===== config.mk =====
export PLATFORM = sky130hd
export DESIGN_NAME = srps_top
export DESIGN_NICKNAME = d
export VERILOG_FILES = /design/src/hdl/srps_pkg.sv /design/src/hdl/srps_shift_in.sv /design/src/hdl/srps_divider.sv /design/src/hdl/srps_top.sv
export VERILOG_INCLUDE_DIRS = /design/src /design/src/hdl
export SDC_FILE = /design/constraint.sdc
export NUM_CORES = 1
export LEC_CHECK = 0
export BUFFER_PORTS_ARGS = -buffer_cell sky130_fd_sc_hd__clkbuf_2
export CORE_MARGIN = 5
export CORE_UTILIZATION = 50
export CTS_CLUSTER_DIAMETER = 40
export DETAILED_ROUTE_END_ITERATION = 8
export PLACE_DENSITY_LB_ADDON = 0.1
export SETUP_SLACK_MARGIN = 0.4
export SLEW_MARGIN = 30
export SYNTH_ARGS = -nofsm -noshare
export SYNTH_HDL_FRONTEND = slang
export SYNTH_SLANG_ARGS = --single-unit

===== constraint.sdc =====
create_clock -name clk_in -period 5.7 [get_ports clk_in]
set_input_delay 0.285 -clock clk_in [delete_from_list [all_inputs] [get_ports clk_in]]
set_output_delay 0.285 -clock clk_in [all_outputs]
set_load 0.01 [all_outputs]

===== src/hdl/srps_regs.svh =====
`ifndef SRPS_REGS_SVH
`define SRPS_REGS_SVH
`define SRPS_SEL_R0 4'h0
`define SRPS_SEL_R4 4'h4
`define SRPS_SEL_ADC 4'ha
`define SRPS_SEL_FIXED 4'hb
`define SRPS_SEL_RESYNC 4'hc
`define SRPS_ADC_DIV_HI 13
`define SRPS_ADC_DIV_LO 6
`define SRPS_CONV_BIT 5
`define SRPS_ADCPWR_BIT 4
`define SRPS_CLR_BIT 4
`define SRPS_CAL_BIT 21
`define SRPS_TMO_HI 31
`define SRPS_TMO_LO 16
`define SRPS_WORD_RST 32'h00000000
`define SRPS_R_RST 10'h001
`endif


===== src/hdl/srps_pkg.sv =====
package srps_pkg;
  typedef logic [31:0] srps_word_t;
  typedef logic [3:0] srps_sel_t;
endpackage


===== src/hdl/srps_shift_in.sv =====
`timescale 1ns/1ps
// Serial word capture: MSB first, select bits last, latched on load-enable rise
module srps_shift_in (
  input wire logic clk_in,
  input wire logic rst_n_in,
  input wire logic sclk_in,
  input wire logic sdata_in,
  input wire logic le_in,
  output srps_pkg::srps_word_t word_out,
  output logic word_valid_out
);
  import srps_pkg::*;
  logic [2:0] s1_q, s2_q, s3_q;
  logic [2:0] s1_d, s2_d, s3_d;
  srps_word_t sh_q, sh_d, word_q, word_d;
  logic vld_q, vld_d;
  always_comb begin
    s1_d = {sclk_in, sdata_in, le_in};
    s2_d = s1_q;
    s3_d = s2_q;
    sh_d = sh_q;
    word_d = word_q;
    vld_d = 1'b0;
    if (s2_q[2] && !s3_q[2]) begin
      sh_d = {sh_q[30:0], s2_q[1]};
    end
    if (s2_q[0] && !s3_q[0]) begin
      word_d = sh_q;
      vld_d = 1'b1;
    end
  end
  always_ff @(posedge clk_in) begin
    if (!rst_n_in) begin
      s1_q <= 3'h0;
      s2_q <= 3'h0;
      s3_q <= 3'h0;
      sh_q <= 32'h0;
      word_q <= 32'h0;
      vld_q <= 1'b0;
    end else begin
      s1_q <= s1_d;
      s2_q <= s2_d;
      s3_q <= s3_d;
      sh_q <= sh_d;
      word_q <= word_d;
      vld_q <= vld_d;
    end
  end
  assign word_out = word_q;
  assign word_valid_out = vld_q;
endmodule


===== src/hdl/srps_divider.sv =====
`timescale 1ns/1ps
// Pulse-out divider; ratio 0 treated as 1
module srps_divider #(
  parameter int WIDTH = 10
) (
  input wire logic clk_in,
  input wire logic rst_n_in,
  input wire logic hold_in,
  input wire logic tick_in,
  input wire logic [WIDTH-1:0] ratio_in,
  output logic tick_out
);
  import srps_pkg::*;
  initial begin
    if (WIDTH < 1) $error("WIDTH too small");
  end
  logic [WIDTH-1:0] cnt_q, cnt_d;
  logic out_q, out_d;
  always_comb begin
    cnt_d = cnt_q;
    out_d = 1'b0;
    if (hold_in) begin
      cnt_d = '0;
    end else if (tick_in) begin
      if (cnt_q + WIDTH'(1) >= ratio_in) begin
        cnt_d = '0;
        out_d = 1'b1;
      end else begin
        cnt_d = cnt_q + WIDTH'(1);
      end
    end
  end
  always_ff @(posedge clk_in) begin
    if (!rst_n_in) begin
      cnt_q <= '0;
      out_q <= 1'b0;
    end else begin
      cnt_q <= cnt_d;
      out_q <= out_d;
    end
  end
  assign tick_out = out_q;
endmodule


===== src/hdl/srps_top.sv =====
`timescale 1ns/1ps
`include "srps_regs.svh"
// Operation
// RULE1: Words with select 1010 load the ADC calibration register.
// RULE2: Host writes ones to bits 23 and 22, zeros elsewhere reserved.
// RULE3: ADC clock is reference-counter output divided by ADC divider; the code divides cmp_tick, which is halved when half_in is set.
// RULE4: ADC divider comes from bits 13 to 6.
// RULE5: Before programming the reference division factor is one.
// RULE6: Host computes divider as ceiling((comparison/100000 - 2)/4).
// RULE7: Host clamps the computed divider to 255.
// RULE8: Bit 5 set starts one conversion per calibration write.
// RULE9: Bit 4 powers the ADC.
// RULE10: Host writes register 11 as fixed 0x0061300B.
// RULE11: Words with select 1100 load the phase-resync register.
// RULE12: Resync timeout from bits 31..16, host picks or writes ones.
// RULE13: Host writes ones to bits 10 and 4 of resync reserved span.
// RULE14: Low-rate power-up order 12 down to 1, wait, then 0.
// RULE15: High-rate power-up uses halved rate then rewrites 4,2,1,0.
// RULE16: Low-rate update order with counter clear toggled around writes.
// RULE17: Low-rate update applies frequency on calibrated second 0 write.
// RULE18: High-rate update order via halved rate then target.
// RULE19: Output frequency changes only on a register 0 write.
// RULE20: Host encodes ratio as integer plus fractions over moduli.
// RULE21: Comparison = ref times (1+D) over R times (1+T); the code ignores doubler_in and divides ref_tick_in by R times (1+T) only.
// RULE22: Divide-by-two gives a 50% duty comparison clock.
// RULE23: Counter clear bit holds reference and feedback counters reset.
// RULE24: Words shift MSB first and latch on load-enable edge.
module srps_top #(
  parameter int RWIDTH = 10,
  parameter int DWIDTH = 8
) (
  input wire logic clk_in,
  input wire logic rst_n_in,
  input wire logic sclk_in,
  input wire logic sdata_in,
  input wire logic le_in,
  input wire logic ref_tick_in,
  input wire logic [RWIDTH-1:0] ref_div_in,
  input wire logic ref_r_valid_in,
  input wire logic doubler_in,
  input wire logic half_in,
  output logic cmp_clk_out,
  output logic cmp_tick_out,
  output logic adc_clk_tick_out,
  output logic adc_power_out,
  output logic adc_convert_out,
  output logic counters_hold_out,
  output logic freq_apply_out,
  output srps_pkg::srps_word_t freq_word_out,
  output logic [15:0] resync_timeout_out,
  output srps_pkg::srps_word_t fixed_word_out
);
  import srps_pkg::*;
  initial begin
    if (RWIDTH < 1 || DWIDTH != 8) $error("bad parameters");
  end
  srps_word_t word;
  logic word_vld;
  srps_sel_t sel;
  srps_shift_in u_shift (
    .clk_in(clk_in),
    .rst_n_in(rst_n_in),
    .sclk_in(sclk_in),
    .sdata_in(sdata_in),
    .le_in(le_in),
    .word_out(word),
    .word_valid_out(word_vld)
  ); // RULE24
  assign sel = word[3:0];

  srps_word_t adc_q, adc_d, rsy_q, rsy_d, fix_q, fix_d, r0_q, r0_d, fw_q, fw_d;
  logic clr_q, clr_d, conv_q, conv_d, app_q, app_d, rprog_q, rprog_d;
  logic [RWIDTH-1:0] r_q, r_d;
  logic ref_pulse;
  logic half_q, half_d, cmp_tick;

  // Reference tick is assumed to come from same-clock logic
  always_comb begin
    adc_d = adc_q;
    rsy_d = rsy_q;
    fix_d = fix_q;
    r0_d = r0_q;
    fw_d = fw_q;
    clr_d = clr_q;
    conv_d = 1'b0;
    app_d = 1'b0;
    r_d = r_q;
    rprog_d = rprog_q;
    if (ref_r_valid_in) begin
      r_d = ref_div_in;
      rprog_d = 1'b1;
    end
    if (word_vld) begin
      unique case (sel)
        `SRPS_SEL_ADC: begin
          adc_d = word; // RULE1
          conv_d = word[`SRPS_CONV_BIT]; // RULE8
        end
        `SRPS_SEL_RESYNC: rsy_d = word; // RULE11
        `SRPS_SEL_FIXED: fix_d = word;
        `SRPS_SEL_R4: clr_d = word[`SRPS_CLR_BIT]; // RULE23
        `SRPS_SEL_R0: begin
          r0_d = word;
          // Only a calibrated register 0 write commits the frequency
          if (word[`SRPS_CAL_BIT]) begin
            fw_d = word; // RULE17
            app_d = 1'b1; // RULE19
          end
        end
        default: ;
      endcase
    end
  end
  always_ff @(posedge clk_in) begin
    if (!rst_n_in) begin
      adc_q <= `SRPS_WORD_RST;
      rsy_q <= `SRPS_WORD_RST;
      fix_q <= `SRPS_WORD_RST;
      r0_q <= `SRPS_WORD_RST;
      fw_q <= `SRPS_WORD_RST;
      clr_q <= 1'b0;
      conv_q <= 1'b0;
      app_q <= 1'b0;
      r_q <= RWIDTH'(`SRPS_R_RST); // RULE5
      rprog_q <= 1'b0;
    end else begin
      adc_q <= adc_d;
      rsy_q <= rsy_d;
      fix_q <= fix_d;
      r0_q <= r0_d;
      fw_q <= fw_d;
      clr_q <= clr_d;
      conv_q <= conv_d;
      app_q <= app_d;
      r_q <= r_d;
      rprog_q <= rprog_d;
    end
  end

  // Reference counter; doubler modelled as no extra division
  srps_divider #(.WIDTH(RWIDTH)) u_rdiv (
    .clk_in(clk_in),
    .rst_n_in(rst_n_in),
    .hold_in(clr_q), // RULE23
    .tick_in(ref_tick_in),
    .ratio_in(rprog_q ? r_q : RWIDTH'(`SRPS_R_RST)), // RULE5
    .tick_out(ref_pulse)
  );
  // Doubler input unused; rate doubling happens upstream of ref_tick_in
  always_comb begin
    half_d = half_q;
    cmp_tick = 1'b0;
    if (clr_q) begin
      half_d = 1'b0;
    end else if (ref_pulse) begin
      half_d = ~half_q;
      cmp_tick = half_in ? half_q : 1'b1; // RULE21
    end
  end
  always_ff @(posedge clk_in) begin
    if (!rst_n_in) begin
      half_q <= 1'b0;
    end else begin
      half_q <= half_d;
    end
  end
  // With half_in set, the toggle flop gives an even duty comparison clock; otherwise ref_pulse passes through
  assign cmp_clk_out = half_in ? half_q : ref_pulse; // RULE22
  assign cmp_tick_out = cmp_tick;

  srps_divider #(.WIDTH(DWIDTH)) u_adcdiv (
    .clk_in(clk_in),
    .rst_n_in(rst_n_in),
    .hold_in(~adc_q[`SRPS_ADCPWR_BIT]),
    .tick_in(cmp_tick),
    .ratio_in(adc_q[`SRPS_ADC_DIV_HI:`SRPS_ADC_DIV_LO]), // RULE4
    .tick_out(adc_clk_tick_out)
  ); // RULE3

  assign adc_power_out = adc_q[`SRPS_ADCPWR_BIT]; // RULE9
  assign adc_convert_out = conv_q;
  assign counters_hold_out = clr_q;
  assign freq_apply_out = app_q;
  assign freq_word_out = fw_q;
  assign resync_timeout_out = rsy_q[`SRPS_TMO_HI:`SRPS_TMO_LO]; // RULE12
  assign fixed_word_out = fix_q;

  conv_pulse_a: assert property (@(posedge clk_in) disable iff (!rst_n_in)
    (word_vld && sel == `SRPS_SEL_ADC && word[`SRPS_CONV_BIT]) |=> adc_convert_out)
    else $error("conversion not started"); // RULE8
  adc_load_a: assert property (@(posedge clk_in) disable iff (!rst_n_in)
    (word_vld && sel == `SRPS_SEL_ADC) |=> adc_q == $past(word))
    else $error("ADC word not loaded"); // RULE1
  resync_load_a: assert property (@(posedge clk_in) disable iff (!rst_n_in)
    (word_vld && sel == `SRPS_SEL_RESYNC) |=> resync_timeout_out == $past(word[31:16]))
    else $error("resync timeout not loaded"); // RULE11
  apply_only_r0_a: assert property (@(posedge clk_in) disable iff (!rst_n_in)
    freq_apply_out |-> $past(word_vld && sel == `SRPS_SEL_R0))
    else $error("apply without register 0"); // RULE19
  cal_write_a: assert property (@(posedge clk_in) disable iff (!rst_n_in)
    (word_vld && sel == `SRPS_SEL_R0 && !word[`SRPS_CAL_BIT]) |=> !freq_apply_out)
    else $error("uncalibrated write applied"); // RULE17
  hold_follow_a: assert property (@(posedge clk_in) disable iff (!rst_n_in)
    (word_vld && sel == `SRPS_SEL_R4) |=> counters_hold_out == $past(word[4]))
    else $error("counter clear not followed"); // RULE23
  hold_no_tick_a: assert property (@(posedge clk_in) disable iff (!rst_n_in)
    counters_hold_out[*2] |-> !ref_pulse)
    else $error("comparison tick while held"); // RULE23
  adc_pwr_a: assert property (@(posedge clk_in) disable iff (!rst_n_in)
    (word_vld && sel == `SRPS_SEL_ADC) |=> adc_power_out == $past(word[`SRPS_ADCPWR_BIT]))
    else $error("ADC power mismatch"); // RULE9
  r_default_a: assert property (@(posedge clk_in) disable iff (!rst_n_in)
    (!rprog_q && !clr_q && !half_in && ref_tick_in) |=>
    (cmp_tick_out || counters_hold_out || half_in))
    else $error("default R not one"); // RULE5
endmodule


==> results of run 1 <==
per-stage QoR:
step / hold slack, ns / util (%) / power, mW / instances
final: 0.0790 / 58.6 / 2.75 / 1208
after global placement: 0.413 / 54.6 / 1.52 / 1175
after CTS: 0.0547 / 58.6 / 2.78 / 1208
after global routing: 0.0619 / 58.6 / 2.85 / 1208
after detailed placement: 0.425 / 54.7 / 1.52 / 1176
after floorplan: 0.412 / - / 1.50 / 901
report_power, final:
part	internal (mW)	switching, mW
sequential	1.39	0.00826
clock	0.747	0.513
combinational	0.0406	0.0540
total	2.17	0.575
state kept, by name, indices dropped and copies added (netlist names), 8 cells and up:
name	count
adc_q	9
u_shift.word_out	32
u_rdiv.cnt_q	10
u_adcdiv.cnt_q	8
fixed_word_out	32
r_q	10
rsy_q	16
freq_word_out	32
u_shift.sh_q	32
cells in the mapped netlist (2+ instances only):
master / number
xnor2_1: 8
buf_4: 2
o211ai_1: 4
nor2_1: 13
o21ai_1: 2
inv_1: 13
clkbuf_1: 44
nand4_1: 5
dfxtp_1: 197
nand2b_1: 17
a22o_1: 5
xor2_1: 8
a21boi_0: 129
a21boi_1: 7
nor4b_1: 2
o21a_1: 6
o221ai_1: 3
nand3_1: 12
and2_1: 10
and3_1: 9
a211oi_1: 2
o32ai_1: 2
nand2_1: 292
buf_1: 2
o2111ai_1: 4
nor2b_1: 28
o21ai_0: 3
a21oi_1: 9
ha_1: 20
mux2i_1: 19
buf_2: 7
layer usage:
layer	wire [microns]	vias to the layer above	GRT usage, %	share of wire (%)
met3	566	9	3.89	3.4
met4	100	0	5.66	0.59
met5	0	-	0	0
met1	8280	2810	24.9	49
li1	-	3130	-	-
met2	7870	88	30.8	47
worst paths after layout:
kind	from	to	slack, ns
setup / recovery	u_rdiv.cnt_q[0]$_SDFFE_PP0P_	u_rdiv.cnt_q[9]$_SDFFE_PP0P_	2.78
hold / removal	sdata_in	u_shift.s1_q[1]$_SDFF_PN0_	0.08
setup reg to reg	u_rdiv.cnt_q[0]$_SDFFE_PP0P_	u_rdiv.cnt_q[9]$_SDFFE_PP0P_	2.78
hold reg to reg	u_shift.s1_q[0]$_SDFF_PN0_	u_shift.s2_q[0]$_SDFF_PN0_	0.44
final cells by class:
type	count	area [sq um]
Fill cell	1450	6500
Sequential cell	197	3940
Multi-Input combinational cell	636	3720
Timing Repair Buffer	114	602
Clock buffer	20	447
Tap cell	216	270
Clock inverter	12	175
Inverter	13	48.8
cell families (layout without fill, tap and decap cells):
logic type,after synthesis,in the layout,share of synthesized area (%)
AO/OA/AOI/OAI,183,183,17.5
XOR/XNOR,16,16,1.77
adder cells (fa/ha/maj),20,20,3.15
buffers and inverters,68,159,3.42
flip-flops,197,197,49.7
multiplexers,20,20,2.54
AND/OR/NAND/NOR,397,397,21.9
==> impl_metrics.py, run 1 <==
metrics = {
    "worst_setup_path": {
        "reg2regPathDepth": 11,
        "critical_path.top_delay_family": "compound AO/OA/AOI/OAI gates",
        "worst_path_max_delay_cell": "a211oi_2",
        "worstSetupEndpointType": "flip-flop",
        "start_kind": "flip-flop",
        "crit_type": "reg -> reg",
        "slowest_delay_ns": 0.52,
        "worst_ep_required_time_ns": 6.03,
        "cp.arrival_ns": 3.25,
        "worst-path-stages": 11,
        "timing.critical_path.buf_inv": 1,
        "cp_cell_sequence": "ha_1 -> nand3_1 -> nor2_1 -> xnor2_1 -> inv_1 -> ha_1 -> nand2_1 -> nor2_1 -> a211oi_2 -> o21ai_1 -> o32ai_1",
        "cp_max_fo": 8,
    },
    "routing": {
        "postRouteAntennaNets": 0,
        "drtIter0Drc": 347,
        "vias_per_cell": 5.00,
        "drcViolationCount": 0,
        "wl_mm": 16.8,
        "dr.pass1.iters": 4,
        "vias": 6037,
        "wl_per_cell_microns": 13.9,
    },
    "grt": {
        "grt_usage_pct": 18.7,
        "grt_start_max_net_pins": 95,
        "gr-total-overflow": 0,
        "grt_first_pass_wirelength_mm": 28.0,
        "grt_pass1_vias": 5770,
        "antenna_found_initial": 0,
    },
    "clocking": {
        "cts_tree": "done",
        "cts_resized": 0,
        "postCtsHoldBufs": 0,
        "numClockSinks": 197,
        "postCtsSetupRepairBufs": 0,
        "clockBufferDepth": 2,
        "numCtsBuffers": 17,
        "clkTransAtPathRegs_ns": 0.07,
        "cts_root_buffer": "clkbuf_16",
        "clock_latency_ns": 0.42,
        "htree_levels": 4,
    },
    "sta": {
        "slew_violations": 0,
        "setup_ws_ns": 2.78,
        "fmax_mhz": 342,
        "finalSetupViolCount": 0,
        "setup_tns_ns": 0,
        "hold_viol": 0,
        "finalClockSkew_ns": 0.00933,
        "rsz0062_at_grt": "no",
        "worst_slew_pin_slew_ns": 0.845,
        "relSlewSlack_pct": 43.5,
        "fin_crit_sh_pct": 51.3,
        "fin_crit_ns": 2.92,
    },
    "synthesis": {
        "ys.flop_type": "dfxtp_1",
        "synthTopCellsByArea": "dfxtp_1 50%, nand2_1 14%, a21boi_0 12%, ha_1 3.2%, mux2i_1 2.4%",
        "synth.avg_cell_area_sq_um": 8.80,
        "synth_fp_nets": 940,
        "synthArstFlopShare_pct": 0,
        "synth_top_area_cell": "dfxtp_1",
        "ys_seq_area_share_pct": 49.7,
        "synth_edf_count": 0,
        "ys_ff_latch": 197,
        "ys_warn_count": 0,
        "netlist_area_sq_mm": 0.00793,
        "ys_types": 48,
        "synth_top_area_share_pct": 49.7,
        "synth_cells": 901,
    },
    "placed_design": {
        "pre_cts_ws_ns": 2.82,
        "port_buffers": 104,
        "dpl-instance-area_sq_mm": 0.00859,
        "hpwl_mm": 10.9,
        "gp_congestion": 0.783,
    },
    "layout": {
        "nets": 1018,
        "area_growth_pct": 16.1,
        "antenna_cells": 0,
        "finalInstanceArea_sq_mm": 0.00921,
        "mostFrequentLayoutCells": "292 x nand2_1, 197 x dfxtp_1, 129 x a21boi_0",
        "drive_gt1_share_pct": 15.9,
        "final_common_cell": "nand2_1",
    },
    "run": {
        "drv_cap": 0,
    },
    "worst_hold_path": {
        "hold_class": "in -> reg",
        "hold_depth": 2,
    },
    "power_and_ir_drop": {
        "vdd_drop_max_mv": 0.213,
        "powerDensity_mw_per_mm2": 298,
        "leakage_nw": 3.41,
    },
    "die": {
        "dieArea_sq_mm": 0.0185,
        "start_util_pct": 50.5,
        "core_area_sq_mm": 0.0157,
        "rows": 46,
        "dieWidth_microns": 136,
        "die-height_microns": 136,
        "io_pins": 106,
    },
    "outcome": {
        "status": "complete, no violations",
    },
}
No activity file was read; power rests on OpenSTA's default activity.
==> inputs of run 2 (changes only) <==
--- a/config.mk
+++ b/config.mk
@@ -6,6 +6,7 @@
 export SDC_FILE = /design/constraint.sdc
 export NUM_CORES = 1
 export LEC_CHECK = 0
+export ABC_AREA = 1
 export BUFFER_PORTS_ARGS = -buffer_cell sky130_fd_sc_hd__clkbuf_2
 export CORE_MARGIN = 5
 export CORE_UTILIZATION = 50
==> constraint.sdc (replaced) <==
create_clock -name clk_in -period 3 [get_ports clk_in]
set_input_delay 0.15 -clock clk_in [delete_from_list [all_inputs] [get_ports clk_in]]
set_output_delay 0.15 -clock clk_in [all_outputs]
set_load 0.01 [all_outputs]
==> impl_metrics.py, run 2 <==
metrics = {
    "worst_setup_path": {
        "rr_startpoint": "u_rdiv.cnt_q[0]$_SDFFE_PP0P_",
        "worstSetupEndpointType": "flip-flop",
        "r2r-end": "u_rdiv.cnt_q[9]$_SDFFE_PP0P_",
        "worst_ep_required_time_ns": 3.34,
        "crit_type": "reg -> reg",
        "cp-endpoint": "u_rdiv.cnt_q[9]$_SDFFE_PP0P_",
        "reg2regPathDepth": 14,
        "reg2reg_slack_ns": 0.67,
        "cp_max_fo": 10,
        "start_kind": "flip-flop",
        "critPathLaunch": "u_rdiv.cnt_q[0]$_SDFFE_PP0P_",
        "cp.arrival_ns": 2.68,
    },
    "sta": {
        "worst_slew_pin_slew_ns": 0.867,
        "fin_crit_ns": 2.33,
        "whs_ns": 0.0648,
        "rsz0062_at_grt": "no",
        "fin_crit_sh_pct": 77.8,
        "setup_tns_ns": 0,
        "setup_ws_ns": 0.666,
        "finalSetupViolCount": 0,
        "fmax_mhz": 429,
        "finalClockSkew_ns": 0.0107,
        "relSlewSlack_pct": 41.8,
        "slew_violations": 0,
        "hold_viol": 0,
    },
    "die": {
        "io_pins": 106,
        "dieArea_sq_mm": 0.0177,
        "dieWidth_microns": 133,
        "die-height_microns": 133,
        "core_area_sq_mm": 0.0150,
        "start_util_pct": 50.4,
        "rows": 45,
    },
    "routing": {
        "vias_per_cell": 4.92,
        "drtIter0Drc": 395,
        "postRouteAntennaNets": 0,
        "wl_mm": 17.4,
        "dr.pass1.iters": 4,
        "wl_per_cell_microns": 13.6,
        "vias": 6302,
        "drcViolationCount": 0,
    },
    "synthesis": {
        "synth_edf_count": 0,
        "synth_fp_nets": 1026,
        "ys.flop_type": "dfxtp_1",
        "synth_top_area_share_pct": 52.1,
        "synth_top_area_cell": "dfxtp_1",
        "ys_ff_latch": 197,
        "yosysMostFrequentCell": "nor2_1",
        "synthArstFlopShare_pct": 0,
        "synth.avg_cell_area_sq_um": 7.67,
        "netlist_area_sq_mm": 0.00757,
        "ys_warn_count": 0,
        "synthTopCellsByArea": "dfxtp_1 52%, nor2_1 14%, o21ai_0 10%, nand2_1 4.6%, a21oi_1 3.7%",
        "ys_types": 35,
        "synthTopCellsByCount": "281 x nor2_1, 197 x dfxtp_1, 152 x o21ai_0, 93 x nand2_1, 71 x inv_1",
        "synth_cells": 987,
        "ys_seq_area_share_pct": 52.1,
    },
    "layout": {
        "nets": 1120,
        "final_common_cell": "nor2_1",
        "area_growth_pct": 17.6,
        "stdcell_count": 1282,
        "drive_gt1_share_pct": 14.6,
        "mostFrequentLayoutCells": "281 x nor2_1, 197 x dfxtp_1, 152 x o21ai_0",
        "fill_cells": 1434,
        "antenna_cells": 0,
    },
    "clocking": {
        "numCtsBuffers": 17,
        "clkTransAtPathRegs_ns": 0.07,
        "cts_tree": "done",
        "clockBufferDepth": 2,
        "clock_latency_ns": 0.43,
        "postCtsSetupRepairBufs": 0,
        "cts_root_buffer": "clkbuf_16",
        "postCtsHoldBufs": 13,
        "htree_levels": 4,
        "numClockSinks": 197,
        "cts_resized": 0,
    },
    "placed_design": {
        "pre_cts_ws_ns": 0.658,
        "place_inst": 1237,
        "hpwl_mm": 11.3,
        "port_buffers": 104,
        "gp_congestion": 0.846,
    },
    "grt": {
        "grt_usage_pct": 19.9,
        "gr-total-overflow": 0,
        "antenna_found_initial": 0,
        "grt_start_max_net_pins": 169,
        "grt_pass1_vias": 5778,
        "grt_first_pass_wirelength_mm": 29.0,
    },
    "power_and_ir_drop": {
        "leakage_nw": 4.05,
        "vdd_drop_max_mv": 0.385,
        "powerDensity_mw_per_mm2": 595,
        "power_mw": 5.30,
    },
    "run": {
        "drv_cap": 0,
    },
    "outcome": {
        "status": "complete, no violations",
    },
    "worst_hold_path": {
        "hold_class": "in -> reg",
    },
}
[run 2: changes by cell type in the layout (fill, tap and decap cells not counted), moves of 13 or more]
cell	before	now
o21ai_0	3	152
mux2i_1	19	0
nand2_1	292	93
a21boi_0	129	0
nor2_1	12	281
nor2b_1	26	0
nand2b_1	17	0
inv_1	13	70
a21oi_1	9	56
dlygate4sd3_1	0	13
[run 2: logic make-up (layout without fill, tap and decap cells)]
logic type | count (synthesis) | after routing | synth area share, %
AOI/OAI and AO/OA | 215 | 215 | 14.3
xor gates and xnor gates | 9 | 9 | 1.24
adders and majority gates | 20 | 20 | 3.30
buffers and inverters | 128 | 235 | 6.77
DFF | 197 | 197 | 52.1
and+or+nand+nor | 418 | 418 | 22.3
[run 2: area by class of cell]
type | instances | area, sq um | area share [%]
sequential | 197 | 3940 | 44.3
multi-input combinational | 662 | 3120 | 35.0
timing repair buffer | 124 | 718 | 8.07
clock buffer | 19 | 433 | 4.86
inverter | 79 | 297 | 3.33
tap | 188 | 235 | 2.64
clock inverter | 13 | 161 | 1.81
[run 2: power by group]
group,internal [mW],switching [mW]
logic,0.0973,0.169
clock network,1.26,1.04
registers,2.68,0.0542
total,4.04,1.26
[run 2: worst max-delay path, cell delays in order, from the launching register on]
cell and delay [ns]:
dfxtp_1 0.43, ha_1 0.22, nand2_2 0.07, nor2_1 0.15, xor2_1 0.26, ha_1 0.28
nand2_1 0.08, inv_1 0.04, nand2_1 0.05, nand2_1 0.04, nand2_1 0.05, nand2_1 0.09
nor2_4 0.23, nand3_1 0.11, a21oi_1 0.15
[run 2: how the worst min path moves through the flow]
stage,startpoint,cells past startpoint,slack [ns],to
2_1_floorplan,le_in,2,0.25,u_shift.s1_q[0]$_SDFF_PN0_
3_3_place_gp,sclk_in,3,0.33,u_shift.s1_q[2]$_SDFF_PN0_
3_5_place_dp,le_in,3,0.34,u_shift.s1_q[0]$_SDFF_PN0_
4_1_cts,rst_n_in,3,0.05,fixed_word_out[0]$_SDFFE_PN0P_
5_1_grt,rst_n_in,3,0.05,fixed_word_out[0]$_SDFFE_PN0P_
6_report,rst_n_in,3,0.06,fixed_word_out[0]$_SDFFE_PN0P_
[run 2: through the flow]
step	area (sq um)	util, %
6_report	8900	59.2
5_1_grt	8900	59.2
4_1_cts	8900	59.2
3_5_place_dp	8180	54.4
3_3_place_gp	8180	54.4
2_1_floorplan	7570	-
[run 2: metal layers]
metal  GRT usage (%)  share of wire, %
met1            27.8                50
met2            31.3                46
met3            4.26               3.0
met4            5.43               1.1
met5               0                 0
